## config.mk

```make
export PLATFORM = sky130hd
export DESIGN_NAME = accum_exec
export DESIGN_NICKNAME = d
export VERILOG_FILES = /design/src/accum_exec_pkg.sv /design/src/db_dir_mem.sv /design/src/accum_exec.sv
export SDC_FILE = /design/constraint.sdc
export NUM_CORES = 2
export LEC_CHECK = 0
export ABC_CLOCK_PERIOD_IN_PS = 9650
export BUFFER_PORTS_ARGS = -buffer_cell sky130_fd_sc_hd__buf_2
export CORE_MARGIN = 4
export CORE_UTILIZATION = 50
export CTS_CLUSTER_DIAMETER = 150
export DETAILED_ROUTE_END_ITERATION = 7
export PLACE_DENSITY = 0.7
export SYNTH_ARGS = -nofsm -noshare
export SYNTH_HDL_FRONTEND = slang
export SYNTH_SLANG_ARGS = --single-unit
export TNS_END_PERCENT = 10
```

## constraint.sdc

```tcl
create_clock -name core_clk_i -period 9.65 [get_ports core_clk_i]
set_clock_uncertainty 0.15 [all_clocks]
set_input_delay 0.965 -clock core_clk_i [delete_from_list [all_inputs] [get_ports core_clk_i]]
set_output_delay 0.965 -clock core_clk_i [all_outputs]
set_load 0.005 [all_outputs]
```

## src/accum_exec_pkg.sv

```systemverilog
// shared types and constants for the accumulator execution unit
package accum_exec_pkg;

   // ****************************************
   // widths and reset values
   // ****************************************
   localparam int ACC_W = 16;
   localparam int BLK_W = 8;
   localparam int LEN_W = 16;
   localparam logic [15:0] ACC_RST = 16'h0000;
   localparam logic [7:0] BLK_RST = 8'h00;
   localparam logic [7:0] DB_FIRST_FREE = 8'h02;
   localparam logic [15:0] MEM_WORDS_RST = 16'h1000;
   localparam logic [7:0] TRANSFER_ERROR_CODE = 8'h01;
   localparam int STACK_DEPTH = 16;

   // ****************************************
   // operation codes
   // ****************************************
   typedef enum logic [4:0] {
      OP_NONE = 5'b00000,
      OP_LOAD = 5'b00001,
      OP_EQ = 5'b00010,
      OP_NE = 5'b00011,
      OP_GT = 5'b00100,
      OP_GE = 5'b00101,
      OP_LT = 5'b00110,
      OP_LE = 5'b00111,
      OP_ADD = 5'b01000,
      OP_SUB = 5'b01001,
      OP_CALL_ALWAYS = 5'b01010,
      OP_CALL_IF_TRUE = 5'b01011,
      OP_ACTIVATE_DB = 5'b01100,
      OP_CREATE_DB = 5'b01101,
      OP_BLOCK_FINISH = 5'b01110,
      OP_BLOCK_FINISH_ALWAYS = 5'b01111,
      OP_BLOCK_FINISH_IF_TRUE = 5'b10000
   } op_t;

   // instruction word from the sequencer
   typedef struct packed {
      op_t op;
      logic [15:0] operand;
   } instr_t;

   // condition code flags: cc1, cc0, overflow
   typedef struct packed {
      logic cc1;
      logic cc0;
      logic ovf;
   } cond_t;

   // sequencer directives
   typedef struct packed {
      logic call;
      logic ret;
      logic stop;
      logic err_block;
      logic [7:0] target;
      logic [7:0] stop_code;
   } seq_t;

endpackage

```

## src/db_dir_mem.sv

```systemverilog
// data block directory: one length word per block number, registered read
`timescale 1ns/1ps
module db_dir_mem #(
   parameter int AW = 8,
   parameter int DW = 16
) (
   input wire logic core_clk_i,
   input wire logic we_i,
   input wire logic [AW-1:0] waddr_i,
   input wire logic [DW-1:0] wdata_i,
   input wire logic [AW-1:0] raddr_i,
   output logic [DW-1:0] rdata_o
);

   logic [DW-1:0] mem [0:(1<<AW)-1];
   logic [DW-1:0] rdata_r;

   // ****************************************
   // storage, no reset so it maps to ram
   // ****************************************
   always_ff @(posedge core_clk_i) begin
      if (we_i) begin
         mem[waddr_i] <= wdata_i;
      end
      rdata_r <= mem[raddr_i];
   end

   assign rdata_o = rdata_r;

endmodule

```

## src/accum_exec.sv

```systemverilog
// accumulator compare, arithmetic and block call execution unit
`timescale 1ns/1ps
module accum_exec
   import accum_exec_pkg::*;
#(
   parameter logic [15:0] MEM_WORDS = accum_exec_pkg::MEM_WORDS_RST,
   parameter logic [7:0] ERR_BLOCK = 8'h00
) (
   input wire logic core_clk_i,
   input wire logic rstn_i,
   input wire accum_exec_pkg::instr_t instr_i,
   input wire logic instr_valid_i,
   input wire logic err_block_en_i,
   input wire logic [15:0] load_data_i,
   output logic [15:0] primary_accumulator_o,
   output logic [15:0] secondary_accumulator_o,
   output logic logic_result_bit_o,
   output accum_exec_pkg::cond_t cond_o,
   output logic [7:0] active_db_o,
   output accum_exec_pkg::seq_t seq_o,
   output logic busy_o,
   output logic stopped_o
);
   import accum_exec_pkg::*;

   // ****************************************
   // helpers
   // ****************************************
   // signed compare of secondary against primary
   function automatic logic [1:0] sgn_cmp(input logic [15:0] a2, input logic [15:0] a1);
      logic [1:0] r;
      r = 2'b00;
      if ($signed(a2) > $signed(a1)) begin
         r = 2'b10;
      end else if ($signed(a2) < $signed(a1)) begin
         r = 2'b01;
      end
      return r;
   endfunction

   // numbers 0 and 1 are reserved; the 8-bit field caps at 255
   function automatic logic legal_db(input logic [7:0] n);
      return n >= DB_FIRST_FREE;
   endfunction

   // ****************************************
   // state
   // ****************************************
   typedef enum logic [1:0] {
      ST_RUN = 2'b00,
      ST_DB_LOOK = 2'b01,
      ST_DB_DECIDE = 2'b10,
      ST_STOP = 2'b11
   } state_t;

   state_t state_r, state_nxt;
   logic [15:0] acc1_r, acc1_nxt;
   logic [15:0] acc2_r, acc2_nxt;
   logic rlo_r, rlo_nxt;
   cond_t cc_r, cc_nxt;
   logic [7:0] adb_r, adb_nxt;
   seq_t seq_r, seq_nxt;
   logic [7:0] pend_db_r, pend_db_nxt;
   logic [15:0] free_r, free_nxt;
   logic dir_we;
   logic [7:0] dir_waddr;
   logic [15:0] dir_wdata;
   logic [15:0] dir_rdata;
   logic [7:0] dir_raddr;
   // status outputs registered from the next state, so they stand glitch free
   logic busy_r, busy_nxt;
   logic stop_r, stop_nxt;

   // ****************************************
   // arithmetic, wraps modulo 65536
   // ****************************************
   logic [16:0] sum_w, dif_w;
   logic add_ovf, sub_ovf;
   assign sum_w = {1'b0, acc2_r} + {1'b0, acc1_r};
   assign dif_w = {1'b0, acc2_r} - {1'b0, acc1_r};
   // overflow when operand signs imply a different result sign
   assign add_ovf = (acc2_r[15] == acc1_r[15]) && (sum_w[15] != acc1_r[15]);
   assign sub_ovf = (acc2_r[15] != acc1_r[15]) && (dif_w[15] != acc2_r[15]);

   // while a create runs, read the latched block number; the sequencer
   // may already show the next instruction word on its operand field
   assign dir_raddr = (state_r == ST_RUN) ? instr_i.operand[7:0] : pend_db_r;

   // directory of block lengths; zero means absent
   db_dir_mem #(
      .AW(BLK_W),
      .DW(LEN_W)
   ) u_dir (
      .core_clk_i(core_clk_i),
      .we_i(dir_we),
      .waddr_i(dir_waddr),
      .wdata_i(dir_wdata),
      .raddr_i(dir_raddr),
      .rdata_o(dir_rdata)
   );

   // ****************************************
   // next-state logic
   // ****************************************
   always_comb begin
      logic [1:0] rel;
      logic res;
      logic [15:0] need;
      rel = sgn_cmp(acc2_r, acc1_r);
      res = 1'b0;
      need = 16'h0000;
      state_nxt = state_r;
      acc1_nxt = acc1_r;
      acc2_nxt = acc2_r;
      rlo_nxt = rlo_r;
      cc_nxt = cc_r;
      adb_nxt = adb_r;
      pend_db_nxt = pend_db_r;
      free_nxt = free_r;
      seq_nxt = '0;
      dir_we = 1'b0;
      dir_waddr = pend_db_r;
      dir_wdata = acc1_r;
      case (state_r)
         ST_RUN: begin
            if (instr_valid_i) begin
               case (instr_i.op)
                  // load pushes the old primary into the secondary
                  OP_LOAD: begin
                     acc2_nxt = acc1_r;
                     acc1_nxt = load_data_i;
                  end
                  // comparisons run whatever the logic result bit is
                  OP_EQ, OP_NE, OP_GT, OP_GE, OP_LT, OP_LE: begin
                     case (instr_i.op)
                        OP_EQ: res = (acc2_r == acc1_r);
                        OP_NE: res = (acc2_r != acc1_r);
                        OP_GT: res = (rel == 2'b10);
                        OP_GE: res = (rel != 2'b01);
                        OP_LT: res = (rel == 2'b01);
                        OP_LE: res = (rel != 2'b10);
                        default: res = 1'b0;
                     endcase
                     rlo_nxt = res;
                     // cc1/cc0: 00 equal, 01 less, 10 greater
                     cc_nxt.cc1 = (rel == 2'b10);
                     cc_nxt.cc0 = (rel == 2'b01);
                     cc_nxt.ovf = 1'b0;
                     // accumulators untouched here
                  end
                  // sum and difference come from the shared adders above
                  OP_ADD, OP_SUB: begin
                     acc1_nxt = (instr_i.op == OP_ADD) ? sum_w[15:0] : dif_w[15:0];
                     // logic result bit left alone
                     cc_nxt.ovf = (instr_i.op == OP_ADD) ? add_ovf : sub_ovf;
                     cc_nxt.cc1 = ~acc1_nxt[15] && (acc1_nxt != 16'h0000);
                     cc_nxt.cc0 = acc1_nxt[15];
                  end
                  // call always: sequencer gets a one-cycle call pulse
                  OP_CALL_ALWAYS: begin
                     seq_nxt.call = 1'b1;
                     seq_nxt.target = instr_i.operand[7:0];
                  end
                  // conditional call: taken only on a one, bit then forced to one
                  OP_CALL_IF_TRUE: begin
                     seq_nxt.call = rlo_r;
                     seq_nxt.target = instr_i.operand[7:0];
                     rlo_nxt = 1'b1;
                  end
                  // later data word accesses use this block, no wait
                  OP_ACTIVATE_DB: begin
                     adb_nxt = instr_i.operand[7:0];
                  end
                  OP_CREATE_DB: begin
                     // reserved numbers are ignored outright
                     if (legal_db(instr_i.operand[7:0])) begin
                        pend_db_nxt = instr_i.operand[7:0];
                        state_nxt = ST_DB_LOOK;
                     end
                  end
                  // both plain finishes return, result bit passes up untouched
                  OP_BLOCK_FINISH, OP_BLOCK_FINISH_ALWAYS: begin
                     seq_nxt.ret = 1'b1;
                  end
                  // not taken on zero: bit set to one and the run goes on
                  OP_BLOCK_FINISH_IF_TRUE: begin
                     seq_nxt.ret = rlo_r;
                     rlo_nxt = 1'b1;
                  end
                  default: begin
                  end
               endcase
            end
         end
         // directory read is registered, wait one cycle
         ST_DB_LOOK: begin
            state_nxt = ST_DB_DECIDE;
         end
         ST_DB_DECIDE: begin
            state_nxt = ST_RUN;
            // data word count is stored length plus one
            need = acc1_r + 16'h0001;
            if (acc1_r == 16'h0000) begin
               // delete: memory stays dead until compression
               dir_we = 1'b1;
               dir_wdata = 16'h0000;
            end else if (dir_rdata != 16'h0000) begin
               dir_we = 1'b0;
            end else if (need > free_r || acc1_r == 16'hffff) begin
               // oversize: error block if enabled, otherwise stop with a code
               if (err_block_en_i) begin
                  seq_nxt.call = 1'b1;
                  seq_nxt.err_block = 1'b1;
                  seq_nxt.target = ERR_BLOCK;
               end else begin
                  seq_nxt.stop = 1'b1;
                  seq_nxt.stop_code = TRANSFER_ERROR_CODE;
                  state_nxt = ST_STOP;
               end
            end else begin
               dir_we = 1'b1;
               dir_wdata = acc1_r;
               free_nxt = free_r - need;
            end
         end
         ST_STOP: begin
            state_nxt = ST_STOP;
         end
         default: begin
            state_nxt = ST_RUN;
         end
      endcase

      // busy covers both directory cycles of a create
      busy_nxt = (state_nxt == ST_DB_LOOK) || (state_nxt == ST_DB_DECIDE);
      // stop is left only through reset
      stop_nxt = (state_nxt == ST_STOP);
   end

   // ****************************************
   // registers
   // ****************************************
   // one register bank for all state except the directory memory, async reset to idle values
   always_ff @(posedge core_clk_i or negedge rstn_i) begin
      if (!rstn_i) begin
         state_r <= ST_RUN;
         acc1_r <= ACC_RST;
         acc2_r <= ACC_RST;
         rlo_r <= 1'b0;
         cc_r <= '0;
         adb_r <= BLK_RST;
         seq_r <= '0;
         pend_db_r <= BLK_RST;
         free_r <= MEM_WORDS;
         busy_r <= 1'b0;
         stop_r <= 1'b0;
      end else begin
         state_r <= state_nxt;
         acc1_r <= acc1_nxt;
         acc2_r <= acc2_nxt;
         rlo_r <= rlo_nxt;
         cc_r <= cc_nxt;
         adb_r <= adb_nxt;
         seq_r <= seq_nxt;
         pend_db_r <= pend_db_nxt;
         free_r <= free_nxt;
         busy_r <= busy_nxt;
         stop_r <= stop_nxt;
      end
   end

   // ****************************************
   // outputs, all from flip-flops
   // ****************************************
   // every output is a register, no decode after the flops
   assign primary_accumulator_o = acc1_r;
   assign secondary_accumulator_o = acc2_r;
   assign logic_result_bit_o = rlo_r;
   assign cond_o = cc_r;
   assign active_db_o = adb_r;
   assign seq_o = seq_r;
   assign busy_o = busy_r;
   assign stopped_o = stop_r;

endmodule

```

-- Word-level counts from Yosys, hierarchy flattened
Memories as Yosys holds them, arrays and structs flattened. A register that Yosys moved wholly into a read port is not among the register bits.
Cells that the tools add are included.
- output and inout port bits: 66
- bits in read-only memories: 0
- memories kept: 1
- bits in latches: 0
- bits of input ports: 41
- memory bits (writable): 4096
- register bits after elaboration: 92
- memory list (name ; words ; bits a word ; rd ports ; clocked after Yosys merged registers in ; wr ports ; RTL line ; source):
    u_dir.mem ; 256 ; 16 ; 1 ; 1 ; 1 ; db_dir_mem.sv:15 ; logic [DW-1:0] mem [0:(1<<AW)-1];
- add/subtract/negate cells: 4
- bitwise logic cells: 4
- mux-type cells: 45
- eq/ne operators: 33
- reductions and logical operators: 24
- shift operators: 0
- div/mod/pow operators: 0
- multiply operators: 0
- $lt $le $gt $ge: 4
- operators by type and width (cell ; number):
    two-way mux 18 bit ; 3
    two-way mux 16 bit ; 3
    equality test 5 x 4 -> 1 bit, second input constant ; 8
    > comparator 16 bit ; 2
    two-way mux 8 bit ; 4
    one-hot mux 16 bit (2 select lines) ; 1
    nonzero test 16 bit ; 2
    subtractor 16 bit ; 2
    equality test 5 x 3 -> 1 bit, second input constant ; 4
    two-way mux 2 bit ; 10
    adder 16 x 1 -> 16 bit, second input constant ; 1
    adder 16 bit ; 1
    equality test 16 bit ; 1
    equality test 16 bit, second input constant ; 1
    zero test 16 bit ; 1
    less-than comparator 16 bit ; 1
    != test 16 bit ; 1
    one-hot mux 8 bit (2 select lines) ; 1
    two-way mux 1 bit ; 15
    AND reduction 3 bit ; 5
    equality test 2 bit, second input constant ; 5
    equality test 5 x 2 -> 1 bit, second input constant ; 2
    two-way mux 9 bit ; 1
    >= comparator 8 x 2 -> 1 bit, second input constant ; 1
    other kinds (19) ; 38

-- Longest topological paths before layout
- depth in word-level cells: 9
- depth in mapped cells: 17
- mapped depth without buffers: 15

-- Modules after synthesis
A second synthesis with hierarchy kept.
- cells, all modules: 8065
- area, all modules: 165202.2 sq um
- modules (own cells, without submodules) (module ; times used ; area an instance (sq um) ; sequential area each (sq um) ; cells each):
    db_dir_mem ; 1 ; 158714.7 ; 123318.3 ; 7360
    accum_exec ; 1 ; 6487.5 ; 2103.3 ; 705

-- Worst setup path after synthesis
OpenSTA, ideal clock, no wires.
- kind: reg-to-reg
- start: reg acc1_r[1], in the netlist primary_accumulator_o[1]
- end: mem u_dir.mem[0][0], data pin
- library setup time: 1390 ps
- data arrival time: 7024 ps
- period minus slack after synthesis: 8563 ps
- slack: 1087 ps
- buffers on the path: 0
- required time: 8110 ps
- cell stages (with the launch flop): 7
- cell sequence: dfrtp_1 inv_1 ha_1 nor4b_1 nand4_1 nor2_1 nor2_1
- cells in the longest elaborated chain, start to end: 3
- RTL lines (element ; RTL line ; source):
    start: declaration ; accum_exec.sv:57 ; logic [15:0] acc1_r, acc1_nxt;
    start signal: assignment ; accum_exec.sv:259 ; acc1_r <= acc1_nxt;
    zero test 16 bit ; accum_exec.sv:203 ; if (acc1_r == 16'h0000) begin
    two-way mux 16 bit ; accum_exec.sv:203 ;
    two-way mux 16 bit ; accum_exec.sv:124 ; case (state_r)
    named net dir_wdata[0] ; accum_exec.sv:67 ; logic [15:0] dir_wdata;
    end: declaration ; db_dir_mem.sv:15 ;
The timed path passes the listed nets, and every way through them passes these cells.

-- Worst setup path after layout
- start: reg acc1_r[3], in the netlist primary_accumulator_o[3]
- end: mem u_dir.mem[135][5], enable pin
- cells in the longest elaborated chain, start to end: 9
- elaborated cells between the ends (all ways): 11
- those cells by class: add/sub (1); order compare (1); eq/ne (1); mux (6); reduce/logical (2)
- RTL lines (element ; RTL line ; source):
    adder 16 x 1 -> 16 bit ; accum_exec.sv:202 ; need = acc1_r + 16'h0001;
    > comparator 16 bit ; accum_exec.sv:209 ; end else if (need > free_r || acc1_r == 16'hffff) begin
    logical OR 1 bit ; accum_exec.sv:209 ;
    two-way mux 1 bit ; accum_exec.sv:209 ;
    two-way mux 1 bit ; accum_exec.sv:207 ; end else if (dir_rdata != 16'h0000) begin
    two-way mux 1 bit (*) ; accum_exec.sv:203 ;
    two-way mux 1 bit (*) ; accum_exec.sv:124 ;
    two-way mux 1 bit (*) ; db_dir_mem.sv:22 ; if (we_i) begin
    two-way mux 1 bit (implied by the code) (*) ; db_dir_mem.sv:23 ; mem[waddr_i] <= wdata_i;
Every way passes the cells marked *; elsewhere a longest branch is shown, timed or not.

==> impl_metrics.py <==
metrics = {
    "timing": {
        "worst_pin_slew_ns": 1.40,
        "max_freq_ghz": 0.159,
        "rsz0062_at_grt": "false",
        "relSlewSlack_pct": 6.59,
        "worst_hold_slack_ns": 0.163,
        "hold_viol": 0,
        "setup_viol": 0,
        "min_period_ns": 6.27,
        "drv_slew": 0,
        "fin_setup_tns_ns": 0,
        "fin_crit_sh_pct": 65.0,
    },
    "synthesis": {
        "synth_largest_area_cell": "edfxtp_1",
        "synth_cell_types": 83,
        "synth-edff-count": 4096,
        "synthTopCellsByArea": "edfxtp_1 74%, nand2_1 5.7%, mux4_2 4.4%",
        "ys.flop_type": "edfxtp_1",
        "avgSynthCellArea_um2": 15.4,
        "netlist_top_cells_count": "4,096 x edfxtp_1, 2,517 x nand2_1, 684 x nand3_1",
        "synth_most_common_cell": "edfxtp_1",
        "synth_top_area_share_pct": 74.3,
        "netlist_area_mm2": 0.165,
        "synthArstFlopShare_pct": 2.00,
        "ys_warn_count": 0,
        "syn_inst": 10720,
        "ys_seq_area_share_pct": 75.8,
        "ys_ff_latch": 4196,
    },
    "clocking": {
        "clk-insertion-delay-late_ns": 0.95,
        "h-tree-depth": 5,
        "cts_sinks": 4196,
        "cts_made_buffers": 412,
        "clk_path_buf_depth": 4,
        "ctsResizeCount": 0,
        "root_buffer": "clkbuf_16",
        "clkTransAtPathRegs_ns": 0.06,
        "cts_tree": "built",
    },
    "critical_path": {
        "reg2reg_from": "primary_accumulator_o[3]",
        "r2r_slack_ns": 3.38,
        "cp.required_ns": 10.16,
        "setup.worst_path.end_class": "register",
        "reg2regPathDepth": 18,
        "worstSetupPathType": "reg2reg",
        "worst_setup_path_start_kind": "register",
        "reg2reg_to": "u_dir.mem[135][5]",
        "worstPathArrival_ns": 6.79,
        "crit_fanout": 69,
    },
    "worst_hold_path": {
        "holdPathEnd": "primary_accumulator_o[12]",
        "hold_path_class": "in2reg",
        "min_from": "load_data_i[12]",
        "hold_depth": 3,
    },
    "floorplanning": {
        "core_area_mm2": 0.328,
        "rows": 210,
        "die_w_um": 583,
        "die_area_mm2": 0.340,
        "num_io_pins": 107,
        "die_h_um": 583,
        "initial_core_util_pct": 50.4,
    },
    "grt": {
        "grt_overflow": 0,
        "track_usage_pct": 24.8,
        "grt_pass1_wl_mm": 630,
        "grt_max_degree": 200,
        "antenna_found_initial": 15,
        "grt_pass1_vias": 94465,
    },
    "layout": {
        "drive_gt1_share_pct": 15.6,
        "area_growth_pct": 12.7,
        "instances_no_fill": 15589,
        "fin_nets": 10981,
    },
    "pwr": {
        "p_switching_w": 0.0104,
        "power_density_mw_per_mm2": 224,
        "pwr-share-seq_pct": 52.0,
        "p_int_w": 0.0314,
        "vdd_drop_max_uv": 189,
        "power_w": 0.0417,
        "comb_power_share_pct": 9.9,
        "pwr-share-clk_pct": 38.1,
        "power.share.switching_pct": 24.8,
        "cellLeakagePower_nw": 61.3,
    },
    "placed_design": {
        "dp_hpwl_mm": 242,
        "dp.cells": 14818,
        "gp_congestion": 0.935,
        "port_buffers": 91,
    },
    "drt": {
        "drc": 0,
        "drt_iter0_markers": 13143,
        "vias": 97582,
        "routed_via_density": 6.26,
        "wl_per_cell_um": 27.8,
        "antenna_left": 0,
        "first_pass_iters": 6,
        "wl_mm": 433,
    },
    "status": {
        "status": "completed",
    },
    "flow_run": {
        "maxCapViolCount": 0,
    },
}
state kept, by name, indices dropped and copies added (netlist names), 3 cells and up:
name	count
active_db_o	8
cond_o	3
dir_waddr	8
free_r	16
primary_accumulator_o	16
secondary_accumulator_o	16
seq_o	12
u_dir.mem	4096
u_dir.rdata_o	16
per-layer routing:
layer	vias up	wire length, µm	GRT usage (%)
li1	41699	-	-
met4	14	19300	9.93
met5	-	107	0
met1	49362	162000	33.8
met2	5584	206000	39.4
met3	923	45700	5.11
power groups by stage:
stage | Sequential (W) | Combinational [W] | Clock [W]
2_1_floorplan | 0.0223 | 0.00231 | 0
3_3_place_gp | 0.0221 | 0.00392 | 0
3_5_place_dp | 0.0221 | 0.00407 | 0
4_1_cts | 0.0217 | 0.00409 | 0.0160
5_1_grt | 0.0217 | 0.00438 | 0.0169
6_report | 0.0217 | 0.00413 | 0.0159
worst max path at each step:
stage | from | endpoint | cells after the start
2_1_floorplan | primary_accumulator_o[1] | u_dir.mem[0][0] | 6
3_5_place_dp | primary_accumulator_o[3] | u_dir.mem[133][9] | 18
4_1_cts | primary_accumulator_o[3] | u_dir.mem[233][2] | 18
6_report | primary_accumulator_o[3] | u_dir.mem[135][5] | 18
3_3_place_gp | primary_accumulator_o[3] | u_dir.mem[137][4] | 18
5_1_grt | primary_accumulator_o[3] | u_dir.mem[233][14] | 18
kinds of logic after synthesis:
| group | after synthesis | share of synthesized area (%) |
|---|---|---|
| other | 1 | 0.00227 |
| DFF | 4196 | 75.8 |
| and+or+nand+nor | 3843 | 9.92 |
| adders and majority gates | 53 | 0.414 |
| buffers and inverters | 780 | 2.09 |
| muxes | 686 | 6.62 |
| xor gates and xnor gates | 39 | 0.206 |
| AOI/OAI and AO/OA | 1122 | 4.95 |
repair_timing:
| action | 4_1_cts | 5_1_grt |
|---|---|---|
| endpoints found under the hold margin | 39 | 0 |
| setup endpoints to repair | 0 | 0 |
| setup buffers | 0 | 0 |
| hold buffers | 1 | 0 |
through the flow:
| step | utilization (%) | area (µm²) | setup WS, ns |
|---|---|---|---|
| 2_1_floorplan | - | 165000 | 1.09 |
| 3_3_place_gp | 52.7 | 173000 | 3.61 |
| 3_5_place_dp | 52.7 | 173000 | 3.46 |
| 4_1_cts | 56.8 | 187000 | 3.42 |
| 5_1_grt | 56.8 | 187000 | 3.06 |
| 6_report | 56.8 | 187000 | 3.38 |
area by class of cell:
type	count	area (µm²)
tap	4346	5440
antenna	4	10.0
clock buffer	509	10900
fill	24386	142000
inverter	39	146
sequential	4196	125000
multi-input combinational	5750	38300
timing repair buffer	488	3790
clock inverter	257	2550
worst max-delay path: stages (launching register included):
cell and delay [ns]:
dfrtp_4 0.83, inv_1 0.23, nor3_1 0.30, and3_1 0.23, and3_1 0.28, nand3_1 0.12, xnor2_1 0.23, ha_1 0.32
a21o_1 0.20, a21oi_1 0.17, o211ai_1 0.15, nand2_1 0.09, o31ai_1 0.08, buf_4 0.22, a21oi_4 0.58, buf_12 0.51
buf_4 0.70, nor3_2 0.12, buf_4 0.27
cells in the final DEF, fill, tap and decap left out, types with 63 or more instances in the layout:
cell type  netlist  final
a22o_1          64     64
a31oi_1        449    449
a32oi_1        316    316
and3_1          67     67
buf_2          179     90
buf_4           60    369
clkbuf_1       420     81
clkbuf_16        0    415
clkinv_1         0     94
clkinv_2         0     76
dfrtp_1         83     69
edfxtp_1      4096   4096
mux2i_1        330    328
mux4_2         322    322
nand2_1       2517   2504
nand3_1        684    678
nand4_1        144    144
nor2_1          66     63
nor3_2           1    239
o2111ai_1       64     64
Power figures use the tool's default switching activity.
